[src/core/psq_pkg.sv]
// package: constants, types and register map of the presence output sequencer
`default_nettype none
package psq_pkg;
    // -------------------------------------------------------------------
    // register byte offsets
    // -------------------------------------------------------------------
    localparam logic [7:0] OFS_CTRL = 8'h00;
    localparam logic [7:0] OFS_VALUE = 8'h04;
    localparam logic [7:0] OFS_LEVEL = 8'h08;
    localparam logic [7:0] OFS_T_LIGHT = 8'h0c;
    localparam logic [7:0] OFS_T_A = 8'h10;
    localparam logic [7:0] OFS_T_B = 8'h14;
    localparam logic [7:0] OFS_T_C = 8'h18;
    localparam logic [7:0] OFS_T_CYC = 8'h1c;
    localparam logic [7:0] OFS_STATUS = 8'h20;

    // -------------------------------------------------------------------
    // field positions
    // -------------------------------------------------------------------
    localparam int CTRL_FMT_BYTE = 0;
    localparam int CTRL_CYC_ON = 1;
    localparam int CTRL_CYC_OFF = 2;
    localparam int CTRL_THREE = 3;
    localparam int VAL_ON_PCT_LSB = 0;
    localparam int VAL_OFF_PCT_LSB = 8;
    localparam int VAL_ON_BIT = 16;
    localparam int VAL_OFF_BIT = 17;
    localparam int LVL_A_LSB = 0;
    localparam int LVL_B_LSB = 8;
    localparam int LVL_C_LSB = 16;
    localparam int STAT_STATE_LSB = 0;
    localparam int STAT_DATA_LSB = 8;

    // -------------------------------------------------------------------
    // reset values and limits (times in seconds, levels in percent)
    // -------------------------------------------------------------------
    localparam logic [6:0] PCT_FULL = 7'h64;
    localparam logic [6:0] RST_ON_PCT = 7'h64;
    localparam logic [6:0] RST_OFF_PCT = 7'h00;
    localparam logic [6:0] RST_LVL_PCT = 7'h00;
    localparam logic RST_ON_BIT = 1'b1;
    localparam logic RST_OFF_BIT = 1'b0;
    localparam logic [15:0] RST_T_LIGHT = 16'h012c;
    localparam logic [15:0] MIN_T_LIGHT = 16'h000a;
    localparam logic [15:0] RST_T_STAGE = 16'h001e;
    localparam logic [15:0] MIN_T_STAGE = 16'h0005;
    localparam logic [15:0] RST_T_CYC = 16'h0000;
    localparam logic [14:0] CODE_SCALE = 15'h00ff;
    localparam logic [14:0] CODE_ROUND = 15'h0032;
    localparam logic [14:0] CODE_DIV = 15'h0064;

    // -------------------------------------------------------------------
    // timing: one second of pclk at 20 MHz
    // -------------------------------------------------------------------
    localparam int CLK_HZ = 20000000;
    localparam int SEC_S = 1;
    localparam int SEC_CYCLES = CLK_HZ * SEC_S;

    typedef enum logic [2:0] {
        PSQ_IDLE, PSQ_ON, PSQ_DELAY, PSQ_STG_A, PSQ_STG_B, PSQ_STG_C, PSQ_OFF
    } psq_state_e;

    typedef struct packed {
        logic fmt_byte;
        logic cyc_on;
        logic cyc_off;
        logic three;
        logic [6:0] on_pct;
        logic [6:0] off_pct;
        logic on_bit;
        logic off_bit;
        logic [6:0] lvl_a;
        logic [6:0] lvl_b;
        logic [6:0] lvl_c;
        logic [15:0] t_light;
        logic [15:0] t_a;
        logic [15:0] t_b;
        logic [15:0] t_c;
        logic [15:0] t_cyc;
    } psq_cfg_s;

    typedef struct packed {
        logic valid;
        logic is_byte;
        logic [7:0] data;
    } psq_tx_s;
endpackage
`default_nettype wire

[src/core/psq_tick.sv]
// module: restartable one-second timebase
`default_nettype none
module psq_tick #(
    parameter int CYCLES = psq_pkg::SEC_CYCLES
) (
    input wire logic pclk,     // system clock
    input wire logic presetn,  // async reset, active low
    input wire logic restart,  // start a fresh second
    output logic tick          // one-cycle pulse per second
);
    typedef struct packed {
        logic [31:0] cnt;
        logic tick;
    } psq_tick_s;

    psq_tick_s s_q, s_d;

    always_comb begin
        s_d = s_q;
        s_d.tick = 1'b0;
        if (restart) begin
            s_d.cnt = 32'h0;
        end else if (s_q.cnt >= 32'(CYCLES - 1)) begin
            s_d.cnt = 32'h0;
            s_d.tick = 1'b1;
        end else begin
            s_d.cnt = s_q.cnt + 32'h1;
        end
    end

    always_ff @(posedge pclk or negedge presetn) begin
        if (!presetn) begin
            s_q <= '0;
        end else begin
            s_q <= s_d;
        end
    end

    assign tick = s_q.tick;
endmodule
`default_nettype wire

[src/core/psq_top.sv]
// module: movement channel output sequencer with apb configuration
//
// Function
// - every switching action leaves as a telegram on the one output object
// - control bit chooses 1-bit or 1-byte output format, 1-bit after reset
// - byte format sends a level from zero to full scale in percent
// - bit format sends only zero for off or one for on
// - percent maps to byte by rounded scaling, 100 to 255, 1 to 3
// - start of motion sends the switch-on value in the chosen format
// - cyclic switch-on repeats the on value while the light stays on
// - after the off sequence the switch-off value is sent, default zero
// - cyclic switch-off repeats the off value while off persists
// - one repetition period in seconds serves both on and off repeats
// - optional three-stage off inserts three timed levels before switch-off
// - three-stage mode enters stage A when the light-on time expires
// - A then B then C on dwell expiry, then switch-off after C
// - each stage dwell is 5 to 65535 seconds, 30 by default
// - each stage has its own level, sent on entry to that stage
// - light-on delay starts at motion end and restarts on new motion
//
// Local design decisions: the register offsets and the APB slave port.
`default_nettype none
module psq_top #(
    parameter int SEC_CYCLES = psq_pkg::SEC_CYCLES
) (
    input wire logic pclk,            // apb clock, 20 MHz
    input wire logic presetn,         // async reset, active low
    input wire logic psel,            // apb select
    input wire logic penable,         // apb access phase
    input wire logic pwrite,          // apb write
    input wire logic [7:0] paddr,     // apb byte address
    input wire logic [31:0] pwdata,   // apb write data
    output logic [31:0] prdata,       // apb read data
    output logic pready,              // apb ready
    output logic pslverr,             // apb error on unmapped address
    input wire logic motion_start,    // pulse: motion detected
    input wire logic motion_end,      // pulse: motion no longer detected
    output var psq_pkg::psq_tx_s tx   // telegram to the output object
);
    // -------------------------------------------------------------------
    // state
    // -------------------------------------------------------------------
    typedef struct packed {
        psq_pkg::psq_state_e st;
        psq_pkg::psq_cfg_s cfg;
        logic [15:0] sec_cnt;
        logic [15:0] cyc_cnt;
        logic tick_clr;
        logic [31:0] prdata;
        logic pready;
        logic pslverr;
        psq_pkg::psq_tx_s tx;
    } psq_top_s;

    psq_top_s s_q, s_d;
    logic tick_raw;
    logic tick;

    psq_tick #(
        .CYCLES(SEC_CYCLES)
    ) u_tick (
        .pclk(pclk),
        .presetn(presetn),
        .restart(s_q.tick_clr),
        .tick(tick_raw)
    );
    // a tick already in flight when the timebase restarts belongs to the old second
    assign tick = tick_raw && !s_q.tick_clr;

    // -------------------------------------------------------------------
    // helpers
    // -------------------------------------------------------------------
    function automatic logic [7:0] pct_to_code(input logic [6:0] pct);
        logic [14:0] p;
        logic [14:0] m;
        p = {8'h0, (pct > psq_pkg::PCT_FULL) ? psq_pkg::PCT_FULL : pct};
        m = p * psq_pkg::CODE_SCALE + psq_pkg::CODE_ROUND;
        m = m / psq_pkg::CODE_DIV;
        return m[7:0];
    endfunction

    // builds one telegram; a stage level in bit format is on unless zero
    function automatic psq_pkg::psq_tx_s make_tx(input logic fmt_byte,
                                                 input logic [6:0] pct,
                                                 input logic bitv);
        psq_pkg::psq_tx_s t;
        t.valid = 1'b1;
        t.is_byte = fmt_byte;
        if (fmt_byte) begin
            t.data = pct_to_code(pct);
        end else begin
            t.data = {7'h0, bitv};
        end
        return t;
    endfunction

    function automatic logic [15:0] clamp_min(input logic [15:0] v,
                                              input logic [15:0] lo);
        return (v < lo) ? lo : v;
    endfunction

    function automatic logic is_mapped(input logic [7:0] a);
        case (a)
            psq_pkg::OFS_CTRL, psq_pkg::OFS_VALUE, psq_pkg::OFS_LEVEL,
            psq_pkg::OFS_T_LIGHT, psq_pkg::OFS_T_A, psq_pkg::OFS_T_B,
            psq_pkg::OFS_T_C, psq_pkg::OFS_T_CYC, psq_pkg::OFS_STATUS: begin
                return 1'b1;
            end
            default: begin
                return 1'b0;
            end
        endcase
    endfunction

    function automatic logic [31:0] read_reg(input psq_top_s s, input logic [7:0] a);
        logic [31:0] r;
        r = 32'h0;
        case (a)
            psq_pkg::OFS_CTRL: begin
                r[psq_pkg::CTRL_FMT_BYTE] = s.cfg.fmt_byte;
                r[psq_pkg::CTRL_CYC_ON] = s.cfg.cyc_on;
                r[psq_pkg::CTRL_CYC_OFF] = s.cfg.cyc_off;
                r[psq_pkg::CTRL_THREE] = s.cfg.three;
            end
            psq_pkg::OFS_VALUE: begin
                r[psq_pkg::VAL_ON_PCT_LSB +: 7] = s.cfg.on_pct;
                r[psq_pkg::VAL_OFF_PCT_LSB +: 7] = s.cfg.off_pct;
                r[psq_pkg::VAL_ON_BIT] = s.cfg.on_bit;
                r[psq_pkg::VAL_OFF_BIT] = s.cfg.off_bit;
            end
            psq_pkg::OFS_LEVEL: begin
                r[psq_pkg::LVL_A_LSB +: 7] = s.cfg.lvl_a;
                r[psq_pkg::LVL_B_LSB +: 7] = s.cfg.lvl_b;
                r[psq_pkg::LVL_C_LSB +: 7] = s.cfg.lvl_c;
            end
            psq_pkg::OFS_T_LIGHT: begin
                r[15:0] = s.cfg.t_light;
            end
            psq_pkg::OFS_T_A: begin
                r[15:0] = s.cfg.t_a;
            end
            psq_pkg::OFS_T_B: begin
                r[15:0] = s.cfg.t_b;
            end
            psq_pkg::OFS_T_C: begin
                r[15:0] = s.cfg.t_c;
            end
            psq_pkg::OFS_T_CYC: begin
                r[15:0] = s.cfg.t_cyc;
            end
            psq_pkg::OFS_STATUS: begin
                r[psq_pkg::STAT_STATE_LSB +: 3] = s.st;
                r[psq_pkg::STAT_DATA_LSB +: 8] = s.tx.data;
            end
            default: begin
                r = 32'h0;
            end
        endcase
        return r;
    endfunction

    // -------------------------------------------------------------------
    // next state
    // -------------------------------------------------------------------
    logic stage_done;
    logic cyc_due;
    logic light_on;
    logic access;
    logic commit;

    always_comb begin
        s_d = s_q;
        s_d.tx.valid = 1'b0;
        s_d.tick_clr = 1'b0;
        access = psel && penable;
        commit = access && s_q.pready;

        // apb: one wait state, write lands on the edge that sees pready
        s_d.pready = access && !s_q.pready;
        s_d.pslverr = access && !s_q.pready && !is_mapped(paddr);
        if (access && !s_q.pready && !pwrite) begin
            s_d.prdata = read_reg(s_q, paddr);
        end else begin
            s_d.prdata = 32'h0;
        end
        if (commit && pwrite) begin
            case (paddr)
                psq_pkg::OFS_CTRL: begin
                    s_d.cfg.fmt_byte = pwdata[psq_pkg::CTRL_FMT_BYTE];
                    s_d.cfg.cyc_on = pwdata[psq_pkg::CTRL_CYC_ON];
                    s_d.cfg.cyc_off = pwdata[psq_pkg::CTRL_CYC_OFF];
                    s_d.cfg.three = pwdata[psq_pkg::CTRL_THREE];
                end
                psq_pkg::OFS_VALUE: begin
                    s_d.cfg.on_pct = pwdata[psq_pkg::VAL_ON_PCT_LSB +: 7];
                    s_d.cfg.off_pct = pwdata[psq_pkg::VAL_OFF_PCT_LSB +: 7];
                    s_d.cfg.on_bit = pwdata[psq_pkg::VAL_ON_BIT];
                    s_d.cfg.off_bit = pwdata[psq_pkg::VAL_OFF_BIT];
                end
                psq_pkg::OFS_LEVEL: begin
                    s_d.cfg.lvl_a = pwdata[psq_pkg::LVL_A_LSB +: 7];
                    s_d.cfg.lvl_b = pwdata[psq_pkg::LVL_B_LSB +: 7];
                    s_d.cfg.lvl_c = pwdata[psq_pkg::LVL_C_LSB +: 7];
                end
                psq_pkg::OFS_T_LIGHT: begin
                    s_d.cfg.t_light = clamp_min(pwdata[15:0], psq_pkg::MIN_T_LIGHT);
                end
                psq_pkg::OFS_T_A: begin
                    s_d.cfg.t_a = clamp_min(pwdata[15:0], psq_pkg::MIN_T_STAGE);
                end
                psq_pkg::OFS_T_B: begin
                    s_d.cfg.t_b = clamp_min(pwdata[15:0], psq_pkg::MIN_T_STAGE);
                end
                psq_pkg::OFS_T_C: begin
                    s_d.cfg.t_c = clamp_min(pwdata[15:0], psq_pkg::MIN_T_STAGE);
                end
                psq_pkg::OFS_T_CYC: begin
                    s_d.cfg.t_cyc = pwdata[15:0];
                end
                default: begin
                end
            endcase
        end

        // second counters advance on the shared tick
        if (tick) begin
            s_d.sec_cnt = s_q.sec_cnt + 16'h1;
            s_d.cyc_cnt = s_q.cyc_cnt + 16'h1;
        end
        case (s_q.st)
            psq_pkg::PSQ_DELAY: begin
                stage_done = tick && (s_q.sec_cnt + 16'h1 >= s_q.cfg.t_light);
            end
            psq_pkg::PSQ_STG_A: begin
                stage_done = tick && (s_q.sec_cnt + 16'h1 >= s_q.cfg.t_a);
            end
            psq_pkg::PSQ_STG_B: begin
                stage_done = tick && (s_q.sec_cnt + 16'h1 >= s_q.cfg.t_b);
            end
            psq_pkg::PSQ_STG_C: begin
                stage_done = tick && (s_q.sec_cnt + 16'h1 >= s_q.cfg.t_c);
            end
            default: begin
                stage_done = 1'b0;
            end
        endcase
        // a zero period disables repetition rather than flooding the bus
        cyc_due = tick && (s_q.cfg.t_cyc != 16'h0)
                  && (s_q.cyc_cnt + 16'h1 >= s_q.cfg.t_cyc);
        light_on = (s_q.st == psq_pkg::PSQ_ON) || (s_q.st == psq_pkg::PSQ_DELAY);
        if (cyc_due) begin
            s_d.cyc_cnt = 16'h0;
        end

        // -------------------------------------------------------------------
        // sequencer
        // -------------------------------------------------------------------
        case (s_q.st)
            psq_pkg::PSQ_ON: begin
                if (motion_end) begin
                    s_d.st = psq_pkg::PSQ_DELAY;
                    s_d.sec_cnt = 16'h0;
                    s_d.tick_clr = 1'b1;
                end
            end
            psq_pkg::PSQ_DELAY: begin
                if (motion_start) begin
                    s_d.st = psq_pkg::PSQ_ON;
                    s_d.sec_cnt = 16'h0;
                end else if (stage_done && s_q.cfg.three) begin
                    s_d.st = psq_pkg::PSQ_STG_A;
                    s_d.sec_cnt = 16'h0;
                    s_d.tx = make_tx(s_q.cfg.fmt_byte, s_q.cfg.lvl_a,
                                     s_q.cfg.lvl_a != 7'h0);
                end else if (stage_done) begin
                    s_d.st = psq_pkg::PSQ_OFF;
                    s_d.cyc_cnt = 16'h0;
                    s_d.tx = make_tx(s_q.cfg.fmt_byte, s_q.cfg.off_pct, s_q.cfg.off_bit);
                end
            end
            psq_pkg::PSQ_STG_A: begin
                if (stage_done) begin
                    s_d.st = psq_pkg::PSQ_STG_B;
                    s_d.sec_cnt = 16'h0;
                    s_d.tx = make_tx(s_q.cfg.fmt_byte, s_q.cfg.lvl_b,
                                     s_q.cfg.lvl_b != 7'h0);
                end
            end
            psq_pkg::PSQ_STG_B: begin
                if (stage_done) begin
                    s_d.st = psq_pkg::PSQ_STG_C;
                    s_d.sec_cnt = 16'h0;
                    s_d.tx = make_tx(s_q.cfg.fmt_byte, s_q.cfg.lvl_c,
                                     s_q.cfg.lvl_c != 7'h0);
                end
            end
            psq_pkg::PSQ_STG_C: begin
                if (stage_done) begin
                    s_d.st = psq_pkg::PSQ_OFF;
                    s_d.cyc_cnt = 16'h0;
                    s_d.tx = make_tx(s_q.cfg.fmt_byte, s_q.cfg.off_pct, s_q.cfg.off_bit);
                end
            end
            psq_pkg::PSQ_OFF: begin
                if (cyc_due && s_q.cfg.cyc_off) begin
                    s_d.tx = make_tx(s_q.cfg.fmt_byte, s_q.cfg.off_pct,
                                     s_q.cfg.off_bit);
                end
            end
            psq_pkg::PSQ_IDLE: begin
            end
            default: begin
                s_d.st = psq_pkg::PSQ_IDLE;
            end
        endcase

        // on-repeat runs through the light-on delay since the lamp is still lit
        if (light_on && cyc_due && s_q.cfg.cyc_on && !stage_done) begin
            s_d.tx = make_tx(s_q.cfg.fmt_byte, s_q.cfg.on_pct, s_q.cfg.on_bit);
        end

        // motion outside the lit states aborts any off stage and switches on
        if (motion_start && !light_on) begin
            s_d.st = psq_pkg::PSQ_ON;
            s_d.sec_cnt = 16'h0;
            s_d.cyc_cnt = 16'h0;
            s_d.tick_clr = 1'b1;
            s_d.tx = make_tx(s_q.cfg.fmt_byte, s_q.cfg.on_pct, s_q.cfg.on_bit);
        end
    end

    // -------------------------------------------------------------------
    // registers
    // -------------------------------------------------------------------
    always_ff @(posedge pclk or negedge presetn) begin
        if (!presetn) begin
            s_q <= '0;
            s_q.st <= psq_pkg::PSQ_IDLE;
            s_q.cfg.on_pct <= psq_pkg::RST_ON_PCT;
            s_q.cfg.off_pct <= psq_pkg::RST_OFF_PCT;
            s_q.cfg.on_bit <= psq_pkg::RST_ON_BIT;
            s_q.cfg.off_bit <= psq_pkg::RST_OFF_BIT;
            s_q.cfg.lvl_a <= psq_pkg::RST_LVL_PCT;
            s_q.cfg.lvl_b <= psq_pkg::RST_LVL_PCT;
            s_q.cfg.lvl_c <= psq_pkg::RST_LVL_PCT;
            s_q.cfg.t_light <= psq_pkg::RST_T_LIGHT;
            s_q.cfg.t_a <= psq_pkg::RST_T_STAGE;
            s_q.cfg.t_b <= psq_pkg::RST_T_STAGE;
            s_q.cfg.t_c <= psq_pkg::RST_T_STAGE;
            s_q.cfg.t_cyc <= psq_pkg::RST_T_CYC;
        end else begin
            s_q <= s_d;
        end
    end

    assign prdata = s_q.prdata;
    assign pready = s_q.pready;
    assign pslverr = s_q.pslverr;
    assign tx = s_q.tx;
endmodule
`default_nettype wire

[config.mk]
export PLATFORM = sky130hd
export DESIGN_NAME = psq_top
export DESIGN_NICKNAME = d
export VERILOG_FILES = /design/src/core/psq_pkg.sv /design/src/core/psq_tick.sv /design/src/core/psq_top.sv
export SDC_FILE = /design/constraint.sdc
export NUM_CORES = 1
export LEC_CHECK = 0
export ABC_AREA = 1
export BUFFER_PORTS_ARGS = -buffer_cell sky130_fd_sc_hd__clkbuf_2
export CORE_MARGIN = 3
export CORE_UTILIZATION = 40
export CTS_BUF_LIST = sky130_fd_sc_hd__clkbuf_2 sky130_fd_sc_hd__clkbuf_4 sky130_fd_sc_hd__clkbuf_8
export DETAILED_ROUTE_END_ITERATION = 8
export PLACE_DENSITY_LB_ADDON = 0.1
export SLEW_MARGIN = 0
export SYNTH_ARGS = -nofsm -noshare
export SYNTH_HDL_FRONTEND = slang
export SYNTH_SLANG_ARGS = --single-unit
[constraint.sdc]
create_clock -name pclk -period 23.8 [get_ports pclk]
set_input_delay 2.38 -clock pclk [delete_from_list [all_inputs] [get_ports pclk]]
set_output_delay 2.38 -clock pclk [all_outputs]
set_load 0.1 [all_outputs]
==> metrics.sh, run 1 <==
OUTCOME='complete, no violations'
GP_CONGESTION=0.848
NETLIST.TOP_CELL.BY_AREA='dfrtp_1'
SETUP_VIOLATIONS=0
CLOCK_TREE.BUFFER_DEPTH=3
PIN_SLEW_WITH_THE_LEAST_HEADROOM_TO_ITS_LIMIT_NS=1.24
ASYNC_SR_FLOP_FRACTION=1.00
POST_SYNTH_INST_COUNT=3905
WORSTPATHBUFFERINVERTERCOUNT=3
SYNTH.TOP_CELL.AREA_SHARE=0.190
CRIT_PATH_TOP_DELAY_CELL='fa_1'
FILLER_CELL_COUNT=7066
SYN_TO_FINAL_GROWTH_PCT=7.73
RSZ0062_AT_GRT='false'
VDD.IR_DROP.WORST_mV=0.103
CTS_TREE='built'
HOLD_VIOL=0
FLOORPLAN.CORE_AREA_SQ_UM=66300
CLOCK_TREE.ROOT_CELL='clkbuf_8'
MAX-CAP-VIOLATIONS=0
SETUP.WORST_PATH.CLASS='flop to flop'
MAX_FREQ_MHz=107
FINAL_LAYOUT_SIZE_SUFFIX_GT1_FRAC=0.124
GLOBAL_ROUTE_TOTAL_OVERFLOW=0
WORSTHOLDPATHTYPE='flop to flop'
IO-PIN-COUNT=91
TOTALWIRELENGTH_MM=72.7
DRC=0
INITIAL_ANTENNA_VIOLATION_COUNT=1
DIE-HEIGHT_UM=266
WORSTPATHMAXFANOUT=6
POST_DRT_WL_PER_CELL_UM=15.0
FINALMAXSLEWVIOLATIONS=0
CPLARGESTDELAYFAMILY='simple AND/OR/NAND/NOR gates'
SYNTHESIS.AREA_SQ_UM=27000
MAX_SLEW_MARGIN=0.170
REQUIRED_NS=24.30
SYNTH.FF_LATCH_COUNT=225
CLOCK-SINKS=225
TIMING.CRITICAL_PATH.SLOWEST_CELL_DELAY_NS=0.64
PATH_DEPTH=60
WORSTSETUPENDPOINT='tx[0]'
REG_TO_REG_CRITICAL_PATH_ENDPOINT='tx[0]'
TIMING.SETUP.TNS_NS=0
POST_CTS.REPAIR.SETUP_BUFFERS=0
CTS.HOLD.BUFFERS_ADDED=0
ANT_NETS=0
DETAIL_ROUTE.VIAS_PER_CELL=5.00
REGTOREGSETUPSLACK_NS=14.45
P_PER_CELL_AREA_nW_PER_UM2=71.1
DETAILEDROUTE.FIRSTITERATIONVIOLATIONS=1574
HOLD_WS_NS=0.470
TIMING.CRITICAL_PATH.FROM_TYPE='flop'
MOST_FREQUENT_CELLS_IN_THE_LAYOUT='nand2_1 (914), inv_1 (698), ha_1 (269)'
DIE_AREA_SQ_UM=70700
SYNTH.LIB_CELLS_USED.DISTINCT=64
GLOBAL_ROUTE_WIRE_LENGTH_BEFORE_REPAIR_MM=119
DIE-WIDTH_UM=266
POWER_LEAKAGE_nW=16.2
FIN_CELLS=4855
CTS_MADE_BUFFERS=43
SYNTH.AREA.TOP_CELLS='dfrtp_1 (19%), nand2_1 (13%), ha_1 (12%)'
CRITICAL_PATH.ENDPOINT_TYPE='flop'
NUMPORTBUFFERS=72
REG2REG_DEPTH=60
CRIT-REG2REG-LAUNCH='s_q[165]'
FIRST_GLOBAL_VIAS=22958
HALF_PERIMETER_WIRE_LENGTH_AFTER_PLACEMENT_MM=59.1
SYNTHESIS.AREA_PER_INSTANCE_SQ_UM=6.92
ROWS=94
CRIT_PATH_FREQUENT_CELL='nand2_1'
SYNTH.YOSYS.WARNINGS=0
FINAL.MIN_CLOCK_PERIOD_NS=9.35
NETS=4368
VIA_COUNT=24273
YOSYSSEQAREASHARE=0.209
GLOBAL_ROUTE.USAGE.TOTAL=0.205
DRTPASS1ITERATIONS=5
SYNTH-EDFF-COUNT=0
HTREE_LEVELS=2
POST_CTS_SIZING_COUNT=0
YS_DOMINANT_REG_CELL='dfrtp_1'
FINCLKSKEW_NS=0.0377
POST-PLACE-CELLS=4774
FINAL_COMMON_CELL='nand2_1'
LAYOUT_WORST_PATH_CYCLE_SHARE=0.393
CRIT_PATH_START='s_q[165]'
CRITPATHARRIVALTIME_NS=9.85
WORST_SETUP_HOLD_PATH_CLK_SLEW_NS=0.07
START_UTIL=0.407
INSERTION_DELAY_NS=0.61
GRT_START_MAX_NET_PINS=156
[registers in the layout, summed over array words and instances, names as in the netlist]
signal       flops
pready           1
s_q            157
prdata          23
u_tick.s_q      32
pslverr          1
tx              10
u_tick.tick      1
[cells in the mapped netlist, drive strengths merged (9+ instances only)]
cell / count
nand2: 1063
nor3: 50
dfrtp: 205
a21o: 12
dfstp: 20
inv: 749
nand3b: 9
nor2: 290
a211oi: 14
ha: 269
o21ai: 250
fa: 97
nand4: 106
o21bai: 25
a21oi: 131
xor2: 59
clkbuf: 53
o211ai: 30
a221oi: 19
o22ai: 33
nor4: 14
buf: 44
a31oi: 12
nand3: 269
xnor2: 19
o2111ai: 12
[stage by stage]
stage / area (sq um) / util / worst slack (ns) / power [mW]
3_3_place_gp: 28100 / 0.424 / 14.37 / 1.66
4_1_cts: 29100 / 0.439 / 14.33 / 2.09
5_1_grt: 29100 / 0.439 / 13.39 / 2.29
2_1_floorplan: 27100 / - / 16.00 / 1.41
6_report: 29100 / 0.439 / 14.45 / 2.07
3_5_place_dp: 28100 / 0.424 / 14.32 / 1.66
[layer usage]
layer  vias to the layer above  global-route usage  share of wire
met2                       445               0.343           0.46
met1                     11113               0.288           0.48
li1                      12645                   -              -
met4                         0              0.0373          0.016
met5                         -                   0              0
met3                        70              0.0255          0.046
[logic make-up (layout without fill, tap and decap cells)]
family | count (synthesis) | in the layout | synth area share
adder cells (fa/ha/maj) | 366 | 366 | 0.196
buffers and inverters | 853 | 923 | 0.125
other | 1 | 17 | 0.000139
AND/OR/NAND/NOR | 1813 | 1813 | 0.318
AO/OA/AOI/OAI | 569 | 569 | 0.125
XOR/XNOR | 78 | 78 | 0.0261
flip-flops | 225 | 225 | 0.209
[worst reg2reg max path: cells and delay by family (launching register included)]
| kind | cells | cell delay, ns |
|---|---|---|
| AOI/OAI and AO/OA | 2 | 0.15 |
| and+or+nand+nor | 49 | 5.99 |
| DFF | 1 | 0.47 |
| buffers and inverters | 3 | 0.25 |
| adders and majority gates | 5 | 2.28 |
| xor gates and xnor gates | 1 | 0.15 |
[layout make-up]
type | count | area [sq um] | share of cell area
antenna | 1 | 2.50 | 0.0000860
inverter | 756 | 2840 | 0.0975
clock inverter | 8 | 66.3 | 0.00228
multi-input combinational | 2842 | 18100 | 0.621
sequential | 225 | 5660 | 0.194
timing repair buffer | 87 | 495 | 0.0170
tap | 864 | 1080 | 0.0371
clock buffer | 72 | 891 | 0.0306
[report_power, final]
group / switching (mW) / internal [mW]
registers: 0.0380 / 0.417
logic: 0.825 / 0.369
clock network: 0.181 / 0.238
total: 1.04 / 1.02
[how the worst min path moves through the flow]
stage                  start       endpoint  slack (ns)  cells past startpoint
2_1_floorplan  u_tick.s_q[1]  u_tick.s_q[1]        0.43                      1
3_3_place_gp   u_tick.s_q[1]  u_tick.s_q[1]        0.46                      1
3_5_place_dp          pready         pready        0.46                      1
4_1_cts               pready         pready        0.47                      1
5_1_grt               pready         pready        0.49                      1
6_report       u_tick.s_q[1]  u_tick.s_q[1]        0.47                      1
Note: power is estimated with default switching activity, not from simulation.
==> run 2, diff against run 1 <==
- clock period: 23.8 -> 9.1 ns (I/O delays scaled with it)
==> run 2 against run 1 <==
Die area stayed put. Routed wire length is 2.6% higher. Design area is 3.0% higher. Sequential power grew to 2.6 times the previous value. Register-to-register slack worse by 14 ns. Combinational power grew to 2.7 times the previous value. Clock skew is 0.0011 ns lower. Worst setup slack worse by 14 ns. Final cell count is 1.3% higher. Sequential share of layout area is 0.57 points lower. Via count is 1.4% higher. Non-clock buffer count is 66 higher. Critical path type unchanged. Critical endpoint unchanged. Highest routed layer unchanged.
==> metrics.sh, run 2 (synthesis results as in run 1) <==
REQUIRED_NS=9.60  # -14.70 ns
GLOBAL_ROUTE_WIRE_LENGTH_BEFORE_REPAIR_MM=121  # +1.5%
MAX-CAP-VIOLATIONS=0  # unchanged
CTS.HOLD.BUFFERS_ADDED=0  # unchanged
SEQ_AREA_SQ_UM=5660  # about the same
FLIP_FLOP_COUNT_OF_THE_LARGEST_REGISTER_AFTER_LAYOUT=157  # unchanged
SETUP_VIOLATIONS=0  # unchanged
TIMING.CRITICAL_PATH.FROM_TYPE='flop'
POWER_LEAKAGE_nW=16.6  # +2.5%
MAX_SLEW_MARGIN=0.174  # +0.00468
PWR_TOTAL_mW=5.50  # +170%
GLOBAL_ROUTE_TOTAL_OVERFLOW=0  # unchanged
INSERTEDDIODECOUNT=0  # -1
LAYOUT_WORST_PATH_CYCLE_SHARE=0.924  # +0.532
FINCLKSKEW_NS=0.0366  # -0.00108 ns
CTS_TREE='built'
ANT_NETS=0  # unchanged
FINALMAXSLEWVIOLATIONS=0  # unchanged
TIMING.CRITICAL_PATH.SLOWEST_CELL_DELAY_NS=0.63  # about the same
MOST_FREQUENT_CELLS_IN_THE_LAYOUT='nand2_1 (894), inv_1 (685), ha_1 (258)'
SYN_TO_FINAL_GROWTH_PCT=11.0
PIN_SLEW_WITH_THE_LEAST_HEADROOM_TO_ITS_LIMIT_NS=1.23  # -0.00129 ns
DESIGN_AREA_SQ_UM=30000  # +3.0%
IO-PIN-COUNT=91  # unchanged
INITIAL_ANTENNA_VIOLATION_COUNT=0  # -1
WORSTHOLDPATHTYPE='primary input to async pin'
P_PER_CELL_AREA_nW_PER_UM2=183  # +160%
DETAIL_ROUTE.VIAS_PER_CELL=5.01  # +0.17%
POST-PLACE-WS_NS=0.0924  # -14.22 ns
VDD.IR_DROP.WORST_mV=0.318  # +210%
HOLD_VIOL=0  # unchanged
FILLER_CELL_COUNT=6973  # -1.3%
CLOCK-SINKS=225  # unchanged
DRTPASS1ITERATIONS=6  # +1
DIE-HEIGHT_UM=266  # unchanged
TOTALWIRELENGTH_MM=74.6  # +2.6%
CRITICAL_PATH.ENDPOINT_TYPE='flop'
DRC=0  # unchanged
OUTCOME='complete, no violations'
CRIT_PATH_FREQUENT_CELL='nand2_1'
GP_CONGESTION=0.854  # +0.76%
INSERTION_DELAY_NS=0.62  # about the same
NETS=4433  # +1.5%
START_UTIL=0.407  # unchanged
FINAL_COMMON_CELL='nand2_1'
DIE-WIDTH_UM=266  # unchanged
WORSTPATHBUFFERINVERTERCOUNT=4  # +1
REGISTER_CONTAINING_THE_MOST_FLIP_FLOPS_IN_THE_FINAL_LAYOUT='s_q'
FINAL.MIN_CLOCK_PERIOD_NS=8.41  # -0.935 ns
REG2REG_DEPTH=64  # +6.7%
VIA_COUNT=24620  # +1.4%
FIRST_GLOBAL_VIAS=22873  # -0.37%
CPLARGESTDELAYFAMILY='simple AND/OR/NAND/NOR gates'
NUMPORTBUFFERS=72  # unchanged
WORST_SETUP_HOLD_PATH_CLK_SLEW_NS=0.09  # +0.02 ns
FINAL_LAYOUT_SIZE_SUFFIX_GT1_FRAC=0.160  # +0.0364
ROWS=94  # unchanged
CRIT_PATH_TOP_DELAY_CELL='fa_2'
LAYOUT_SETUP_WS_NS=0.688  # -13.77 ns
CTS_MADE_BUFFERS=42  # -2.3%
POST_DRT_WL_PER_CELL_UM=15.2  # +1.3%
MULTIINPUTGATEAREA_SQ_UM=18600  # +2.7%
WORSTPATHMAXFANOUT=8  # +2
GLOBAL_ROUTE.USAGE.TOTAL=0.209  # +0.00428
MAX_FREQ_MHz=119  # +11%
HTREE_LEVELS=2  # unchanged
DETAILEDROUTE.FIRSTITERATIONVIOLATIONS=1399  # -11%
GRT_START_MAX_NET_PINS=100  # -36%
CLOCK_TREE.ROOT_CELL='clkbuf_8'
PATH_DEPTH=64  # +6.7%
CRITPATHARRIVALTIME_NS=8.92  # -0.93 ns
DIE_AREA_SQ_UM=70700  # unchanged
CLOCK_TREE.BUFFER_DEPTH=3  # unchanged
FIN_CELLS=4916  # +1.3%
SETUP.WORST_PATH.CLASS='flop to flop'
FLOORPLAN.CORE_AREA_SQ_UM=66300  # unchanged
HALF_PERIMETER_WIRE_LENGTH_AFTER_PLACEMENT_MM=59.8  # +1.3%
POST-PLACE-CELLS=4816  # +0.88%
FINISH.UTILIZATION=0.452  # +0.0133
DETAILED_PLACE.AREA_SQ_UM=28400  # +1.1%
run 2: per-layer routing:
metal	track usage	part of all wire	vias to the layer above
met5	0	0	-
met4	0.0354	0.014	0
met3	0.0199	0.042	58
met2	0.345	0.45	441
met1	0.303	0.49	11346
li1	-	-	12775
run 2: area by class of cell:
class / count / share of cell area
sequential: 225 / 0.189
clock buffer: 69 / 0.0273
multi-input combinational: 2842 / 0.619
inverter: 756 / 0.0946
clock inverter: 7 / 0.00184
tap: 864 / 0.0360
timing repair buffer: 153 / 0.0326
run 2: metrics by stage:
stage          hold WS [ns]  setup TNS [ns]
2_1_floorplan         0.433               0
3_3_place_gp          0.447               0
3_5_place_dp          0.455               0
4_1_cts               0.350               0
5_1_grt               0.390         -0.0498
6_report              0.335               0
run 2: what timing repair did:
item,CTS,global route
endpoints found under the setup margin,0,2
buffers inserted,0,24
resized for setup,0,128
run 2: power by group:
| group | internal, mW | switching (mW) | total, mW |
|---|---|---|---|
| clock | 0.573 | 0.486 | 1.06 |
| sequential | 1.09 | 0.0989 | 1.19 |
| combinational | 1.04 | 2.21 | 3.25 |
| total | 2.70 | 2.79 | 5.50 |
run 2: worst paths after layout:
path,slack (ns),end,from
worst max-delay path,0.69,tx[0],s_q[182]
min in group pclk,0.46,u_tick.s_q[1],u_tick.s_q[1]
worst max register to register,0.69,tx[0],s_q[182]
worst min register to register,0.46,u_tick.s_q[1],u_tick.s_q[1]
worst min-delay path,0.33,s_q[162],presetn
max in group asynchronous,7.20,s_q[175],presetn
==> run 3, diff against run 2 <==
- CORE_UTILIZATION: 40 -> 30
==> run 3 against run 2 <==
Clock power rose by 11%. Die area grew 33%. Count of clock-buffer cells in the layout rose by 4. Non-clock buffer count rose by 48. Worst setup slack better by 0.018 ns. Sequential share of layout area down 0.61 points. Register-to-register slack improved by 0.02 ns. Sequential cell count is the same. Combinational power increased by 7.4%. Final cell count is 7.3% higher. Critical path type unchanged. Critical endpoint unchanged. Highest routed layer unchanged.
==> metrics.sh, run 3 (synthesis results as in run 1) <==
OUTCOME='complete, no violations'
REG2REG_DEPTH=50  # -22%
FINISH.UTILIZATION=0.349  # -0.103
HTREE_LEVELS=2  # unchanged
FINALMAXSLEWVIOLATIONS=0  # unchanged
CTS_TREE='built'
CRIT_PATH_FREQUENT_CELL='nand2_2'
DIE_AREA_SQ_UM=93700  # +33%
FIRST_GLOBAL_VIAS=23714  # +3.7%
CRITPATHARRIVALTIME_NS=8.91  # about the same
CRIT-REG2REG-LAUNCH='s_q[189]'
REG_TO_REG_CRITICAL_PATH_ENDPOINT='tx[0]'
INITIAL_ANTENNA_VIOLATION_COUNT=2  # +2
VDD.IR_DROP.WORST_mV=0.488  # +53%
HOLD_VIOL=0  # unchanged
MOST_FREQUENT_CELLS_IN_THE_LAYOUT='nand2_1 (888), inv_1 (684), ha_1 (259)'
NETS=4483  # +1.1%
CRIT_PATH_TOP_DELAY_CELL='dfstp_2'
CRITICAL_PATH.ENDPOINT_TYPE='flop'
PIN_SLEW_WITH_THE_LEAST_HEADROOM_TO_ITS_LIMIT_NS=1.01  # -0.227 ns
WORSTSETUPENDPOINT='tx[0]'
GLOBAL_ROUTE_TOTAL_OVERFLOW=0  # unchanged
DIE-HEIGHT_UM=306  # +15%
WORSTPATHBUFFERINVERTERCOUNT=4  # unchanged
FLOORPLAN.CORE_AREA_SQ_UM=88800  # +34%
POWER_LEAKAGE_nW=16.9  # +1.7%
PATH_DEPTH=50  # -22%
FINCLKSKEW_NS=0.0594  # +0.0228 ns
TIMING.CRITICAL_PATH.SLOWEST_CELL_DELAY_NS=0.56  # -0.07 ns
SYN_TO_FINAL_GROWTH_PCT=14.7
CPLARGESTDELAYFAMILY='simple AND/OR/NAND/NOR gates'
POST-PLACE-WS_NS=0.271  # +0.178 ns
SETUP.WORST_PATH.CLASS='flop to flop'
WORST_SETUP_HOLD_PATH_CLK_SLEW_NS=0.08  # about the same
REQUIRED_NS=9.62  # +0.02 ns
PWR_TOTAL_mW=5.87  # +6.7%
TOTALWIRELENGTH_MM=80.2  # +7.5%
LAYOUT_WORST_PATH_CYCLE_SHARE=0.922  # -0.00201
HALF_PERIMETER_WIRE_LENGTH_AFTER_PLACEMENT_MM=64.9  # +8.4%
DETAILED_PLACE.AREA_SQ_UM=29200  # +2.7%
NUMPORTBUFFERS=72  # unchanged
START_UTIL=0.304  # -0.103
P_PER_CELL_AREA_nW_PER_UM2=189  # +3.3%
TIMING.CRITICAL_PATH.FROM_TYPE='flop'
MAX_SLEW_MARGIN=0.327  # +0.153
POST_DRT_WL_PER_CELL_UM=15.2  # +0.26%
CLOCK_TREE.ROOT_CELL='clkbuf_8'
ROWS=109  # +16%
CLOCK_TREE.BUFFER_DEPTH=3  # unchanged
WORSTHOLDPATHTYPE='primary input to async pin'
INSERTION_DELAY_NS=0.65  # +0.03 ns
GP_CONGESTION=0.825  # -3.4%
LAYOUT_SETUP_WS_NS=0.706  # +0.0183 ns
FINAL_COMMON_CELL='nand2_1'
GLOBAL_ROUTE.USAGE.TOTAL=0.170  # -0.0394
WORSTPATHMAXFANOUT=6  # -2
DESIGN_AREA_SQ_UM=31000  # +3.3%
VIA_COUNT=24726  # +0.43%
MAX-CAP-VIOLATIONS=0  # unchanged
DRC=0  # unchanged
GRT_START_MAX_NET_PINS=114  # +14%
CTS_MADE_BUFFERS=44  # +4.8%
DETAILEDROUTE.FIRSTITERATIONVIOLATIONS=1365  # -2.4%
CLOCK-SINKS=225  # unchanged
CTS.HOLD.BUFFERS_ADDED=0  # unchanged
FINAL.MIN_CLOCK_PERIOD_NS=8.39  # -0.0183 ns
FINAL_LAYOUT_SIZE_SUFFIX_GT1_FRAC=0.176  # +0.0160
DETAIL_ROUTE.VIAS_PER_CELL=4.69  # -6.4%
SETUP_VIOLATIONS=0  # unchanged
IO-PIN-COUNT=91  # unchanged
DIE-WIDTH_UM=306  # +15%
FLIP_FLOP_COUNT_OF_THE_LARGEST_REGISTER_AFTER_LAYOUT=157  # unchanged
DRTPASS1ITERATIONS=5  # -1
MAX_FREQ_MHz=119  # +0.22%
ANT_NETS=0  # unchanged
CRIT_PATH_START='s_q[189]'
GLOBAL_ROUTE_WIRE_LENGTH_BEFORE_REPAIR_MM=129  # +6.9%
REGTOREGSETUPSLACK_NS=0.71  # +0.02 ns
REGISTER_CONTAINING_THE_MOST_FLIP_FLOPS_IN_THE_FINAL_LAYOUT='s_q'
==> run 3: metrics by stage <==
| step | hold WS [ns] | cells | TNS, ns |
|---|---|---|---|
| after detailed placement | 0.458 | 5167 | 0 |
| after CTS | 0.364 | 5248 | 0 |
| after global routing | 0.426 | 5271 | -0.0408 |
| final | 0.351 | 5273 | 0 |
| after global placement | 0.452 | 5167 | 0 |
| after floorplan | 0.433 | 3920 | 0 |
==> run 3: layout make-up <==
cell class | instances | area, sq um
Fill cell | 9653 | 57800
Multi-Input combinational cell | 2842 | 18700
Sequential cell | 225 | 5660
Inverter | 756 | 2840
Tap cell | 1165 | 1460
Timing Repair Buffer | 201 | 1360
Clock buffer | 73 | 873
Clock inverter | 8 | 110
Antenna cell | 3 | 7.51
==> run 3: repair_timing <==
action,4_1_cts,5_1_grt
endpoints found under the setup margin,0,2
setup buffers,0,22
gates resized for setup,0,159
==> run 3: where the power goes <==
| group | internal [mW] | switching [mW] | leakage, nW | total, mW |
|---|---|---|---|---|
| clock | 0.667 | 0.515 | 0.524 | 1.18 |
| combinational | 1.16 | 2.33 | 13.6 | 3.49 |
| sequential | 1.09 | 0.102 | 2.74 | 1.19 |
==> run 3: how the worst min path moves through the flow <==
stage                     cells past startpoint  slack, ns       endpoint     startpoint
after global placement                        1       0.45  u_tick.s_q[1]  u_tick.s_q[1]
after floorplan                               1       0.43  u_tick.s_q[1]  u_tick.s_q[1]
final                                         1       0.35       s_q[178]        presetn
after global routing                          1       0.43       s_q[162]        presetn
after CTS                                     1       0.36       s_q[162]        presetn
after detailed placement                      1       0.46  u_tick.s_q[1]  u_tick.s_q[1]
==> run 3: metal layers <==
| metal | track usage | share of wire | vias up |
|---|---|---|---|
| met3 | 0.0222 | 0.040 | 87 |
| li1 | - | - | 12882 |
| met2 | 0.271 | 0.44 | 368 |
| met1 | 0.244 | 0.50 | 11389 |
| met5 | 0 | 0 | - |
| met4 | 0.0405 | 0.021 | 0 |
